===== src/hw/mabx_pkg.sv =====
package mabx_pkg;
  // Core clock and cycle budget per instruction
  localparam int CLK_PERIOD_NS = 5;
  localparam logic [2:0] CYC_SHORT = 3'h2;
  localparam logic [2:0] CYC_STD = 3'h4;
  localparam logic [2:0] CYC_BTEST = 3'h5;
  // Instruction lengths in bytes
  localparam logic [1:0] LEN_ONE = 2'h1;
  localparam logic [1:0] LEN_TWO = 2'h2;
  localparam logic [1:0] LEN_THREE = 2'h3;
  // Data space map
  localparam logic [7:0] PTR_X_ADDR = 8'h80;
  localparam logic [5:0] SHORT_DIR_BASE = 6'h20;
  localparam logic [7:0] ACC_ADDR = 8'hFF;
  // Reset values
  localparam logic [11:0] PC_RESET = 12'h000;
  localparam logic [7:0] ACC_RESET = 8'h00;
  // Opcode group fields
  localparam logic [3:0] GRP_BTEST = 4'h3;
  localparam logic [3:0] GRP_BITOP = 4'hB;
  localparam logic [3:0] GRP_ACCOP = 4'hD;
  localparam logic [3:0] GRP_CTRL = 4'h5;
  localparam logic [2:0] GRP_JUMP = 3'h1;
  localparam logic [2:0] GRP_SHORT = 3'h5;
  localparam logic [2:0] GRP_MEM = 3'h7;
  // Memory group functions, opcode bits 7:5
  localparam logic [2:0] MEM_COMPARE = 3'h1;
  localparam logic [2:0] MEM_ADD = 3'h2;
  localparam logic [2:0] MEM_INC = 3'h3;
  localparam logic [2:0] MEM_AND = 3'h5;
  localparam logic [2:0] MEM_SUB = 3'h6;
  localparam logic [2:0] MEM_DEC = 3'h7;
  // Accumulator group functions, opcode bits 7:5
  localparam logic [2:0] ACC_COMPLEMENT = 3'h0;
  localparam logic [2:0] ACC_ROTATE = 3'h1;
  localparam logic [2:0] ACC_SHIFT = 3'h2;
  localparam logic [2:0] ACC_CLEAR = 3'h3;
  localparam logic [2:0] ACC_CLEAR_REG = 3'h4;
  // Control group functions, opcode bits 7:5
  localparam logic [2:0] CTL_RETURN = 3'h1;
  localparam logic [2:0] CTL_INT_RETURN = 3'h2;
  localparam logic [2:0] CTL_STOP = 3'h3;
  localparam logic [2:0] CTL_WAIT = 3'h4;
  // ALU operations
  typedef enum logic [3:0] {
    ALU_PASS = 4'h0, ALU_ADD = 4'h1, ALU_SUB = 4'h2, ALU_AND = 4'h3,
    ALU_INC = 4'h4, ALU_DEC = 4'h5, ALU_COM = 4'h6, ALU_RLC = 4'h7,
    ALU_SLA = 4'h8, ALU_CLR = 4'h9
  } mabx_alu_e;
  // Execution sequencer states
  typedef enum logic [2:0] {
    ST_FETCH = 3'b001, ST_RUN = 3'b010, ST_EXEC = 3'b100
  } mabx_state_e;
endpackage : mabx_pkg


===== src/hw/mabx_alu.sv =====
`timescale 1ns/1ps
`default_nettype none
module mabx_alu
  import mabx_pkg::*;
(
  // Operation and operands
  input wire mabx_alu_e fn,
  input wire logic [7:0] opA,
  input wire logic [7:0] opB,
  input wire logic carryIn,
  // Result
  output logic [7:0] result,
  output logic carryOut
);
  logic [8:0] wide;

  // Eight-bit datapath with carry or borrow out
  always_comb begin
    wide = {carryIn, opA};
    case (fn)
      ALU_ADD: wide = {1'b0, opA} + {1'b0, opB};
      ALU_SUB: wide = {1'b0, opA} - {1'b0, opB}; // Borrow in bit 8
      ALU_AND: wide = {1'b0, opA & opB};
      ALU_INC: wide = {carryIn, opA + 8'h01}; // Carry kept
      ALU_DEC: wide = {carryIn, opA - 8'h01};
      ALU_COM: wide = {opA[7], ~opA};
      ALU_RLC: wide = {opA, carryIn};
      ALU_SLA: wide = {opA, 1'b0};
      ALU_CLR: wide = 9'h000;
      default: wide = {carryIn, opA};
    endcase
    result = wide[7:0];
    carryOut = wide[8];
  end
endmodule : mabx_alu
`default_nettype wire


===== src/hw/mabx_exec.sv =====
`timescale 1ns/1ps
`default_nettype none
module mabx_exec
  import mabx_pkg::*;
(
  // Clock and reset
  input wire logic ref_clk,
  input wire logic rst,
  // Program memory
  output logic [11:0] progAddr,
  output logic progRe,
  input wire logic [7:0] progData,
  // Data space
  output logic [7:0] dataAddr,
  output logic dataRe,
  output logic dataWe,
  output logic [7:0] dataWdata,
  input wire logic [7:0] dataRdata,
  // Return stack and interrupt context
  output logic pushReq,
  output logic [11:0] pushAddr,
  output logic popReq,
  input wire logic [11:0] returnAddr,
  input wire logic savedZero,
  input wire logic savedCarry,
  // Power modes
  input wire logic watchdogOn,
  output logic stopReq,
  output logic waitReq,
  // Core state
  output logic [11:0] pcValue,
  output logic [7:0] accValue,
  output logic zeroFlag,
  output logic carryFlag,
  output logic instrDone
);
  mabx_state_e state, next_state;
  logic [2:0] cyc;
  logic [7:0] op, b1, b2, ptr, opnd;

  // Cycle count per opcode, used on the raw byte and the held one
  function automatic logic [2:0] opCycles(input logic [7:0] o);
    if (!o[0]) opCycles = CYC_SHORT;
    else if (o[3:0] == GRP_BTEST) opCycles = CYC_BTEST;
    else if (o[3:0] == GRP_CTRL && !o[4]) opCycles = CYC_SHORT;
    else if (o[2:0] == GRP_SHORT && o[5:4] == 2'b11) opCycles = CYC_SHORT;
    else opCycles = CYC_STD;
  endfunction : opCycles

  // Group decode
  wire [2:0] fn3 = op[7:5];
  wire isBr = !op[0];
  wire isJump = op[2:0] == GRP_JUMP;
  wire isCall = isJump && !op[3];
  wire isBtest = op[3:0] == GRP_BTEST;
  wire isBitOp = op[3:0] == GRP_BITOP;
  wire isShort = op[2:0] == GRP_SHORT && op[5:4] == 2'b01;
  wire isAccGrp = op[3:0] == GRP_ACCOP && !op[4];
  wire isCtl = op[3:0] == GRP_CTRL && !op[4];
  wire isMem = op[2:0] == GRP_MEM;
  wire memIncDec = fn3 == MEM_INC || fn3 == MEM_DEC;
  wire memArith = isMem && (fn3 == MEM_COMPARE || fn3 == MEM_ADD
                  || fn3 == MEM_AND || fn3 == MEM_SUB);
  wire memInd = isMem && !op[3];
  wire memImm = memArith && op[3] && op[4];
  wire isCmp = memArith && fn3 == MEM_COMPARE;
  wire accOp = isAccGrp && fn3 <= ACC_CLEAR;
  wire clrReg = isAccGrp && fn3 == ACC_CLEAR_REG;
  wire isRet = isCtl && fn3 == CTL_RETURN;
  wire isReti = isCtl && fn3 == CTL_INT_RETURN;
  wire isStop = isCtl && fn3 == CTL_STOP;
  wire isWait = isCtl && fn3 == CTL_WAIT;
  wire incDec = isShort || (isMem && memIncDec);
  wire [2:0] nCyc = opCycles(op);

  // Length in bytes
  wire [1:0] nBytes = (isBtest || clrReg) ? LEN_THREE :
    (isJump || isBitOp || (isMem && op[3])
     || (isAccGrp && (fn3 == ACC_SHIFT || fn3 == ACC_CLEAR)))
    ? LEN_TWO : LEN_ONE;

  // Effective address and operand source
  wire [7:0] shortAddr = {SHORT_DIR_BASE, op[7:6]};
  wire [7:0] ptrAddr = PTR_X_ADDR | {7'h00, op[4]};
  wire [7:0] ea = isShort ? shortAddr : (memInd ? ptr : b1);
  wire needRead = isShort || isBitOp || isBtest || (isMem && !memImm);
  wire ptrCycle = state == ST_RUN && cyc == 3'h1 && memInd;
  wire opndCycle = state != ST_FETCH && cyc == nCyc - 3'h2;
  wire readCycle = opndCycle && needRead;
  wire exec = state == ST_EXEC;

  // ALU operation select
  wire accSrc = memArith || accOp;
  mabx_alu_e aluFn;
  logic [7:0] aluRes;
  logic aluCarry;
  always_comb begin
    aluFn = ALU_PASS;
    if (isShort) aluFn = op[3] ? ALU_DEC : ALU_INC;
    else if (clrReg) aluFn = ALU_CLR;
    else if (isAccGrp) begin
      case (fn3)
        ACC_COMPLEMENT: aluFn = ALU_COM;
        ACC_ROTATE: aluFn = ALU_RLC;
        ACC_SHIFT: aluFn = ALU_SLA;
        ACC_CLEAR: aluFn = ALU_CLR;
        default: aluFn = ALU_PASS;
      endcase
    end else if (isMem) begin
      case (fn3)
        MEM_COMPARE: aluFn = ALU_SUB;
        MEM_ADD: aluFn = ALU_ADD;
        MEM_INC: aluFn = ALU_INC;
        MEM_AND: aluFn = ALU_AND;
        MEM_SUB: aluFn = ALU_SUB;
        MEM_DEC: aluFn = ALU_DEC;
        default: aluFn = ALU_PASS;
      endcase
    end
  end

  mabx_alu uAlu (
    .fn(aluFn),
    .opA(accSrc ? accValue : opnd),
    .opB(opnd),
    .carryIn(carryFlag),
    .result(aluRes),
    .carryOut(aluCarry)
  );

  // Bit manipulation and test
  wire [2:0] bitIdx = {op[5], op[6], op[7]};
  wire testBit = opnd[bitIdx];
  wire [7:0] bitMask = 8'h01 << bitIdx;
  wire [7:0] bitRes = op[4] ? (opnd | bitMask) : (opnd & ~bitMask);

  // Branch conditions and targets
  wire brCond = op[2] ? (op[1] ? carryFlag : zeroFlag)
                      : (op[1] ? !carryFlag : !zeroFlag);
  wire btCond = testBit == op[4];
  wire [11:0] shortTarget = pcValue + {{7{op[7]}}, op[7:3]}
                            + 12'h001;
  wire [11:0] btTarget = pcValue + {{4{b2[7]}}, b2}
                         + 12'h002;
  wire [11:0] jumpTarget = {op[7:4], b1};
  wire [11:0] seqPc = pcValue + {10'h000, nBytes};
  wire [11:0] next_pc = (isBr && brCond) ? shortTarget :
    (isBtest && btCond) ? btTarget :
    isJump ? jumpTarget : (isRet || isReti) ? returnAddr : seqPc;

  // Result destinations
  wire memDest = isShort || (isMem && memIncDec) || clrReg || isBitOp;
  wire toAcc = memDest && ea == ACC_ADDR && !memInd; // Pointer uses the bus
  wire [7:0] wrValue = isBitOp ? bitRes : aluRes;
  wire accWr = exec && (((memArith && !isCmp) || accOp) || toAcc);
  wire updZ = (memArith || accOp || incDec) && !clrReg;
  wire updC = memArith || accOp;

  // Bus strobes and addresses
  assign progAddr = pcValue + {9'h000, cyc};
  assign progRe = state == ST_FETCH || (cyc == 3'h1 && nBytes != LEN_ONE)
                  || (cyc == 3'h2 && nBytes == LEN_THREE);
  assign dataAddr = ptrCycle ? ptrAddr : ea;
  assign dataRe = ptrCycle || (readCycle && !(ea == ACC_ADDR && !memInd));
  assign dataWe = exec && memDest && !toAcc;
  assign dataWdata = wrValue;
  assign pushReq = exec && isCall;
  assign pushAddr = seqPc;
  assign popReq = exec && (isRet || isReti);
  assign stopReq = exec && isStop && !watchdogOn;
  assign waitReq = exec && (isWait || (isStop && watchdogOn));
  assign instrDone = exec;

  // Sequencer next state
  always_comb begin
    case (state)
      ST_FETCH: next_state = opCycles(progData) == CYC_SHORT
                             ? ST_EXEC : ST_RUN;
      ST_RUN: next_state = (cyc + 3'h2 == nCyc) ? ST_EXEC : ST_RUN;
      ST_EXEC: next_state = ST_FETCH;
      default: next_state = ST_FETCH;
    endcase
  end

  // Sequencer and byte capture
  always_ff @(posedge ref_clk) begin
    if (rst) begin
      state <= ST_FETCH;
      cyc <= 3'h0;
      op <= 8'h00;
      b1 <= 8'h00;
      b2 <= 8'h00;
      ptr <= 8'h00;
      opnd <= 8'h00;
    end else begin
      state <= next_state;
      cyc <= exec ? 3'h0 : cyc + 3'h1;
      if (state == ST_FETCH) op <= progData;
      if (cyc == 3'h1 && nBytes != LEN_ONE) b1 <= progData;
      if (cyc == 3'h2 && nBytes == LEN_THREE) b2 <= progData;
      if (ptrCycle) ptr <= dataRdata;
      if (readCycle || (opndCycle && memImm)) begin
        opnd <= memImm ? b1 : (ea == ACC_ADDR && !memInd)
                            ? accValue : dataRdata;
      end
    end
  end

  // Architectural state update at the last cycle
  always_ff @(posedge ref_clk) begin
    if (rst) begin
      pcValue <= PC_RESET;
      accValue <= ACC_RESET;
      zeroFlag <= 1'b0;
      carryFlag <= 1'b0;
    end else if (exec) begin
      pcValue <= next_pc;
      if (accWr) accValue <= wrValue;
      if (updZ) zeroFlag <= aluRes == 8'h00;
      if (updC) carryFlag <= aluCarry;
      if (isBtest) carryFlag <= testBit;
      if (isReti) begin
        zeroFlag <= savedZero;
        carryFlag <= savedCarry;
      end
    end
  end

  // Checks
  AST_CMP_KEEPS_ACC: assert property (@(posedge ref_clk) disable iff (rst)
    exec && isCmp |=> accValue == $past(accValue))
    else $error("compare changed the accumulator");
  AST_INCDEC_CARRY: assert property (@(posedge ref_clk) disable iff (rst)
    exec && incDec |=> carryFlag == $past(carryFlag))
    else $error("increment or decrement touched carry");
  AST_BR_NOT_TAKEN: assert property (@(posedge ref_clk) disable iff (rst)
    exec && isBr && !brCond |=> pcValue == $past(seqPc))
    else $error("untaken branch did not fall through");
  AST_BR_TWO_CYC: assert property (@(posedge ref_clk) disable iff (rst)
    state == ST_FETCH ##1 isBr |-> exec && cyc == 3'h1)
    else $error("short branch not two cycles");
  AST_BTEST_CARRY: assert property (@(posedge ref_clk) disable iff (rst)
    exec && isBtest |=> carryFlag == $past(testBit))
    else $error("tested bit not copied to carry");
  AST_STOP_WD: assert property (@(posedge ref_clk) disable iff (rst)
    exec && isStop && watchdogOn |-> waitReq && !stopReq)
    else $error("stop entered with watchdog selected");
  AST_JUMP_TGT: assert property (@(posedge ref_clk) disable iff (rst)
    exec && isJump |=> pcValue == $past(jumpTarget))
    else $error("jump target wrong");
  AST_FOUR_CYC: assert property (@(posedge ref_clk) disable iff (rst)
    exec && (memArith || accOp || isBitOp) |-> cyc == 3'h3)
    else $error("four cycle instruction length wrong");
  AST_BITOP_FLAGS: assert property (@(posedge ref_clk) disable iff (rst)
    exec && isBitOp |=> $stable(zeroFlag) && $stable(carryFlag))
    else $error("bit set or reset changed flags");
  AST_ZERO_RES: assert property (@(posedge ref_clk) disable iff (rst)
    exec && updZ |=> zeroFlag == ($past(aluRes) == 8'h00))
    else $error("zero flag does not match result");
  COV_BR_TAKEN: cover property (@(posedge ref_clk) exec && isBr && brCond);
  COV_CALL: cover property (@(posedge ref_clk) pushReq);
  COV_STOP_AS_WAIT: cover property (@(posedge ref_clk)
    exec && isStop && watchdogOn);
  COV_BTEST_TAKEN: cover property (@(posedge ref_clk)
    exec && isBtest && btCond);
endmodule : mabx_exec
`default_nettype wire


===== config.mk =====
export PLATFORM = sky130hd
export DESIGN_NAME = mabx_exec
export DESIGN_NICKNAME = d
export VERILOG_FILES = /design/src/hw/mabx_pkg.sv /design/src/hw/mabx_alu.sv /design/src/hw/mabx_exec.sv
export SDC_FILE = /design/constraint.sdc
export NUM_CORES = 1
export LEC_CHECK = 0
export BUFFER_PORTS_ARGS = -buffer_cell sky130_fd_sc_hd__buf_4
export CORE_MARGIN = 5
export CORE_UTILIZATION = 45
export CTS_CLUSTER_DIAMETER = 30
export DETAILED_ROUTE_END_ITERATION = 6
export PLACE_DENSITY = 0.65
export SYNTH_ARGS = -nofsm -noshare
export SYNTH_HDL_FRONTEND = slang
export SYNTH_SLANG_ARGS = --single-unit

===== constraint.sdc =====
create_clock -name ref_clk -period 3.9 [get_ports ref_clk]
set_input_delay 0.195 -clock ref_clk [delete_from_list [all_inputs] [get_ports ref_clk]]
set_output_delay 0.195 -clock ref_clk [all_outputs]
set_load 0.03 [all_outputs]

* After elaboration in Yosys (flattened, before gate mapping)
Cells that the tools add are included.
** Storage, ports and cells
- Logic and storage cells :: 214
- Bits in registers :: 68
** Operators by class
- Equal/unequal tests :: 44
- Add/sub/neg operators :: 13
- Bitwise gates (word level) :: 5
- Reductions and logical operators :: 94
- Shift operators :: 1
- Muxes and demuxes :: 44
- $lt $le $gt $ge :: 2
** Operator list (count)
- one-hot mux 9 bit (9 select lines) :: 1
- 2-to-1 mux 8 bit :: 8
- 2-to-1 mux 12 bit :: 4
- logical AND 1 bit :: 46
- 2-to-1 mux 3 bit :: 12
- logical OR 1 bit :: 25
- adder 12 bit :: 2
- == test 3 bit, second input constant :: 8
- == test 4 x 3 -> 1 bit, second input constant :: 6
- AND 8 bit :: 2
- == test 4 x 2 -> 1 bit, second input constant :: 4
- == test 4 bit, second input constant :: 4
- inverter 8 bit :: 2
- one-hot mux 4 bit (4 select lines) :: 1
- == test 3 x 2 -> 1 bit, second input constant :: 5
- one-hot mux 3 bit (5 select lines) :: 1
- zero test 1 bit :: 13
- adder 12 x 1 -> 12 bit, second input constant :: 1
- adder 12 x 2 -> 12 bit :: 1
- adder 12 x 2 -> 12 bit, second input constant :: 1
- adder 12 x 3 -> 12 bit :: 1
- == test 3 x 1 -> 1 bit, second input constant :: 4
- 2-to-1 mux 4 bit :: 3
- 2-to-1 mux 1 bit :: 10
- 31 further kinds :: 38

* Depth between registers and ports, before layout
- Word-level depth :: 13
- Mapped depth :: 16

* By module
Synthesis repeated with hierarchy kept, for this count alone.
** Unflattened totals
- Cell total of the unflattened synthesis :: 971
- Area, all modules :: 7410.9 µm²
** Modules (own cells, without submodules)
- mabx_exec :: times used 1, area an instance 5948.2 µm², seq. area each 1361.3 µm², cells each 749
- mabx_alu :: times used 1, area an instance 1462.7 µm², seq. area each 0.0 µm², cells each 222

* Worst setup path before layout
Ideal clock, no wire load.
- Path kind :: reg-to-output
- From :: reg op[7]
- To :: out dataWdata[7]
- Path buffers :: 2
- Cell stages (with the launch flop) :: 16
- Data required time :: 3705 ps
- Arrival time :: 3703 ps
- Setup slack :: 2 ps
- Cell sequence :: dfxtp_1 buf_6 clkbuf_1 nand2_1 a21oi_1 nand2_1 a21oi_1 ha_1 nor2b_1 o2111ai_1 a31oi_1 xor2_1 o211ai_1 a32oi_1 a21oi_1 a21boi_0
** On the way
- Longest elaborated chain between the ends :: 10
- Elaborated cells on any way between the ends :: 46
- Those cells by class :: add/sub: 4; order compare: 1; eq/ne: 16; shift: 1; mux: 10; bitwise: 5; reduce/logical: 9
** Ends and longest elaborated chain
- start, declared :: line mabx_exec.sv:39 : logic [7:0] op, b1, b2, ptr, opnd;
- start signal, assigned :: line mabx_exec.sv:198 : if (state == ST_FETCH) op <= progData;
- == test 3 x 1 -> 1 bit (tied with other cells) :: line mabx_exec.sv:62, mabx_exec.sv:102, mabx_exec.sv:110
- logical OR 1 bit or OR reduction 2 bit (tied branches)
- logical OR 1 bit or one-hot mux 3 bit (5 select lines) (tied branches) :: line mabx_exec.sv:63, mabx_exec.sv:110
- logical OR 1 bit or 2-to-1 mux 3 bit (tied branches) :: line mabx_exec.sv:63, mabx_exec.sv:109
- logical AND 1 bit or 2-to-1 mux 4 bit (tied branches) :: line mabx_exec.sv:62, mabx_exec.sv:101
- logical OR 1 bit or 2-to-1 mux 4 bit (tied branches) :: line mabx_exec.sv:93, mabx_exec.sv:100
- 2-to-1 mux 8 bit or 2-to-1 mux 4 bit (tied branches) :: line mabx_exec.sv:124, mabx_exec.sv:99
- subtractor 8 x 1 -> 8 bit (tied with other cells) :: line mabx_alu.sv:25 : ALU_DEC: wide = {carryIn, opA - 8'h01};
- one-hot mux 9 bit (9 select lines) :: line mabx_alu.sv:20 : case (fn)
- 2-to-1 mux 8 bit * :: line mabx_exec.sv:154 : wire [7:0] wrValue = isBitOp ? bitRes : aluRes;
- end, declared :: line mabx_exec.sv:17 : output logic [7:0] dataWdata,
Mark *: on every way between the ends. The rest lies on a longest branch, timed or not.

* Final worst setup path
- From :: reg op[7]
- To :: out dataWdata[3]
Same word-level chain as after synthesis.

==> implementation parameters <==
Parameter                              Value

Power
  Leakage power    4.07 nW
  Switching power    0.000853 W
  Clock power share    0.357
  Share of total power consumed by net switching    0.357
  VDD IR-drop max    339 µV
  Sequential fraction of design power    0.321
  Pwr dens    around 270 nW/µm²
  Internal Dissipation    about 0.0015 W
  Part of the power in combinational logic    0.323

Setup path
  Biggest cell delay along the critical path    0.42 ns
  Endpoint of the worst-slack reg-to-reg timing path    accValue[7]$_SDFFE_PP0P_
  Startpoint kind of the worst setup timing path    flop
  Highest net fanout along the worst path    6
  Arr. time, crit path    3.65 ns
  CP Capture Type    primary output
  Critical path data required time    around 3.7 ns
  Reg2Reg Setup Slack    0.30 ns
  Worst Path Buf+Inv    3
  Cell breakdown of the critical path    clkinvlp_4 > nor4_4 > o31ai_4 > nand2_2 > o31ai_1 > xor2_1 > ha_1 > buf_4 > xor2_1 > a221o_1 > a2111oi_4 > a21oi_2 > buf_4
  Reg2reg start    op[7]$_SDFFE_PP0P_
  Library cell contributing the largest single delay on the critical path    sky130_fd_sc_hd__a2111oi_4
  Setup CP Type    reg -> out
  Cell family with the largest share of critical-path delay    compound AO/OA/AOI/OAI gates
  Depth of the worst register-to-register path    16

Global routing
  Number of antenna violations at the first check in global routing    0
  Global Route Usage Sum    0.266
  Global-route wire length before repair    38600 µm
  Total gr overflow    0
  Via count of the first global-routing pass    ~7000
  Largest net degree at the start of global routing    70

Logic synthesis
  Synthesized net count    1005
  Post-synthesis average cell area    between 7 and 8 µm²
  Top post-synthesis cells by area    sky130_fd_sc_hd__dfxtp_1 19%, sky130_fd_sc_hd__ha_1 9.9%, sky130_fd_sc_hd__mux2i_1 9.9%, sky130_fd_sc_hd__nor2_1 6.1%, sky130_fd_sc_hd__nand2_1 5.3%
  Commonest register cell after synthesis    sky130_fd_sc_hd__dfxtp_1
  Largest area contributor in the synthesized netlist    sky130_fd_sc_hd__dfxtp_1
  Post-synthesis cell count    910
  Unique masters post-synth    86
  Number of synthesized flops with an enable pin    0
  Share of the yosys chip area belonging to registers    0.193
  Warnings, synthesis    0
  Async set-reset flop share out of synthesis    0
  Netlist area before placement    7070 µm²
  Fraction of synthesized cell area taken by the top area cell type    0.193
  #FFs+latches synth    slightly below 70

Drt
  First-pass iteration count of the detailed router    5
  Met3 routed wirelength    around 2000 µm
  Mean number of vias per cell    5.85
  Total via count after detailed routing    7401
  Initial DRC Count    just over 700
  Routed WL per cell    20.0 µm
  Post-Route WL    25300 µm
  Highest metal layer with signal wires    met4
  DRC viols    0
  Remaining antenna violation count    0
  Met2 Routed Length    11200 µm
  Wire length the detailed router placed on met1    around 11000 µm

Die
  Initial Util    0.462
  Area of the die    18300 µm²
  Area of the core    15300 µm²
  X dimension of the die    between 100 and 150 µm
  Io pins    103
  Die extent in y    between 100 and 150 µm
  Total number of placement rows    45

Timing
  Setup repair after global routing missed its margin    true
  Final setup fails    0
  Maximum operating frequency    260 MHz
  Worst setup margin    0.0532 ns
  Max Clock Skew    approximately 0.0085 ns
  Final critical-path share of the clock period    0.986
  Slew at the pin closest to its max-slew limit    1.02 ns
  Time the worst path needs with I/O delays and setup    between 3 and 4 ns
  Final hold violations    0
  Max-slew violation count    0
  Worst relative slew slack    0.305

Place
  Final weighted congestion in routability-driven placement    roughly 1
  Post-Place Setup Slack    0.0815 ns
  Detailed placer's ending HPWL    19400 µm
  PortBufs    102

Finish
  Final core utilization    0.588
  Area overhead of the layout relative to synthesis    27.4%
  Highest-count cells in the layout ignoring fill and taps    172 x sky130_fd_sc_hd__buf_4, 111 x sky130_fd_sc_hd__nor2_1, 97 x sky130_fd_sc_hd__nand2_1
  Ant. Diodes    0
  Total Nets Final    1145
  Fillcell total    ~1500
  Share of final-layout standard cells stronger than drive strength 1    0.258
  Most common cell after layout, fill and taps aside    sky130_fd_sc_hd__buf_4

CTS
  Bufs on Longest Clock Path    2
  H-tree level count    3
  Hold-fix buffer count after cts    0
  Clock insertion delay at the later pin of the skew report    0.34 ns
  CTS tree    yes
  Root Driver    sky130_fd_sc_hd__clkbuf_16
  Clk sink count    between 60 and 70
  Inserted Clock Buffers    9
  Register clock-pin slew on the reported worst setup and hold paths    around 0.06 ns

Min path
  Hold EP    ptr[0]$_SDFFE_PP0P_
  Launch point of the worst hold path    dataRdata[0]
  Worst hold path depth    3
  Hold Path Class    in -> reg

Outcome
  Outcome    completed

Flow run
  Max-cap violations    0
## Yosys cell counts (all sizes together) (4+ instances only)
library cell / instances
o31a: 4
nor2: 116
nand3: 21
inv: 29
or3: 4
or2: 4
xnor2: 40
mux2i: 71
fa: 6
nand2: 101
nor3: 31
xor2: 22
a21oi: 55
nor2b: 12
a32oi: 4
buf: 22
and3: 6
a31oi: 6
nor4: 7
a211oi: 24
o21a: 6
o2111ai: 4
a21o: 12
o22ai: 4
and2: 7
o211ai: 5
o211a: 6
o31ai: 7
a211o: 5
dfxtp: 68
clkbuf: 25
o221ai: 4
nand2b: 15
o21ai: 46
nand4: 6
ha: 56
## how the worst max path moves through the flow
| stage | slack, ns | depth (start not counted) | endpoint | start |
|---|---|---|---|---|
| final | 0.05 | 13 | dataWdata[3] | op[7]$_SDFFE_PP0P_ |
| after global placement | 0.19 | 15 | dataWdata[7] | op[2]$_SDFFE_PP0P_ |
| after detailed placement | 0.08 | 15 | zeroFlag$_SDFFE_PP0P_ | op[2]$_SDFFE_PP0P_ |
| after floorplan | 0.002 | 15 | dataWdata[7] | op[7]$_SDFFE_PP0P_ |
| after global routing | -0.08 | 16 | dataWdata[7] | op[7]$_SDFFE_PP0P_ |
| after CTS | 0.002 | 16 | dataWdata[6] | op[1]$_SDFFE_PP0P_ |
## cell families after synthesis
| kind of cell | count (synthesis) | synth area share |
|---|---|---|
| simple gates | 345 | 0.232 |
| compound gates | 220 | 0.214 |
| fa+ha+maj | 62 | 0.116 |
| flops | 68 | 0.193 |
| mux | 76 | 0.114 |
| xor+xnor | 62 | 0.0795 |
| buf+inv | 77 | 0.0515 |
## final cells by class
class                   instances  area, µm²  area share
well taps                     211        264      0.0293
clock inverters                 7       83.8     0.00931
multi-input cells             765       5610       0.622
inverters                      30        116      0.0129
repair buffers                176       1340       0.149
flip-flops and latches         68       1370       0.152
clock buffers                   9        225      0.0250
## through the flow
stage          hold slack (ns)  instance area (µm²)  instances  power (W)  TNS (ns)
2_1_floorplan            0.334                 7070        910    0.00125         0
3_3_place_gp             0.454                 8290       1234    0.00149         0
3_5_place_dp             0.458                 8290       1234    0.00149         0
4_1_cts                  0.105                 8680       1251    0.00235         0
5_1_grt                  0.113                 9000       1266    0.00250    -0.207
6_report                 0.114                 9000       1266    0.00239         0
## registers in the layout, summed over array words and instances, names as in the netlist
name,cells
opnd,8
zeroFlag,1
state,3
carryFlag,1
b2,8
op,8
accValue,8
b1,8
pcValue,12
ptr,8
cyc,3
## per-layer routing
metal / up-vias / global-route usage
li1: 3566 / -
met1: 3442 / 0.388
met2: 339 / 0.409
met3: 54 / 0.0371
met4: 0 / 0.0778
met5: - / 0
## worst min-delay path: cells and delay by family
family        cells  cell delay (ns)
simple gates      1             0.07
buf+inv           1             0.09
mux               1             0.06
## timing repair
| item | in CTS | in global routing |
|---|---|---|
| gates resized for setup | 15 | 52 |
| setup buffers | 1 | 15 |
| pin swaps | 4 | 27 |
| setup endpoints to repair | 5 | 5 |
## power by group through the flow
stage | clock (W) | sequential, W | combinational, W
after floorplan | 0 | 0.000775 | 0.000476
after detailed placement | 0 | 0.000776 | 0.000711
final | 0.000853 | 0.000767 | 0.000772
after CTS | 0.000866 | 0.000763 | 0.000725
after global placement | 0 | 0.000776 | 0.000711
after global routing | 0.000897 | 0.000770 | 0.000829
Note: power is estimated with default switching activity, not from simulation.
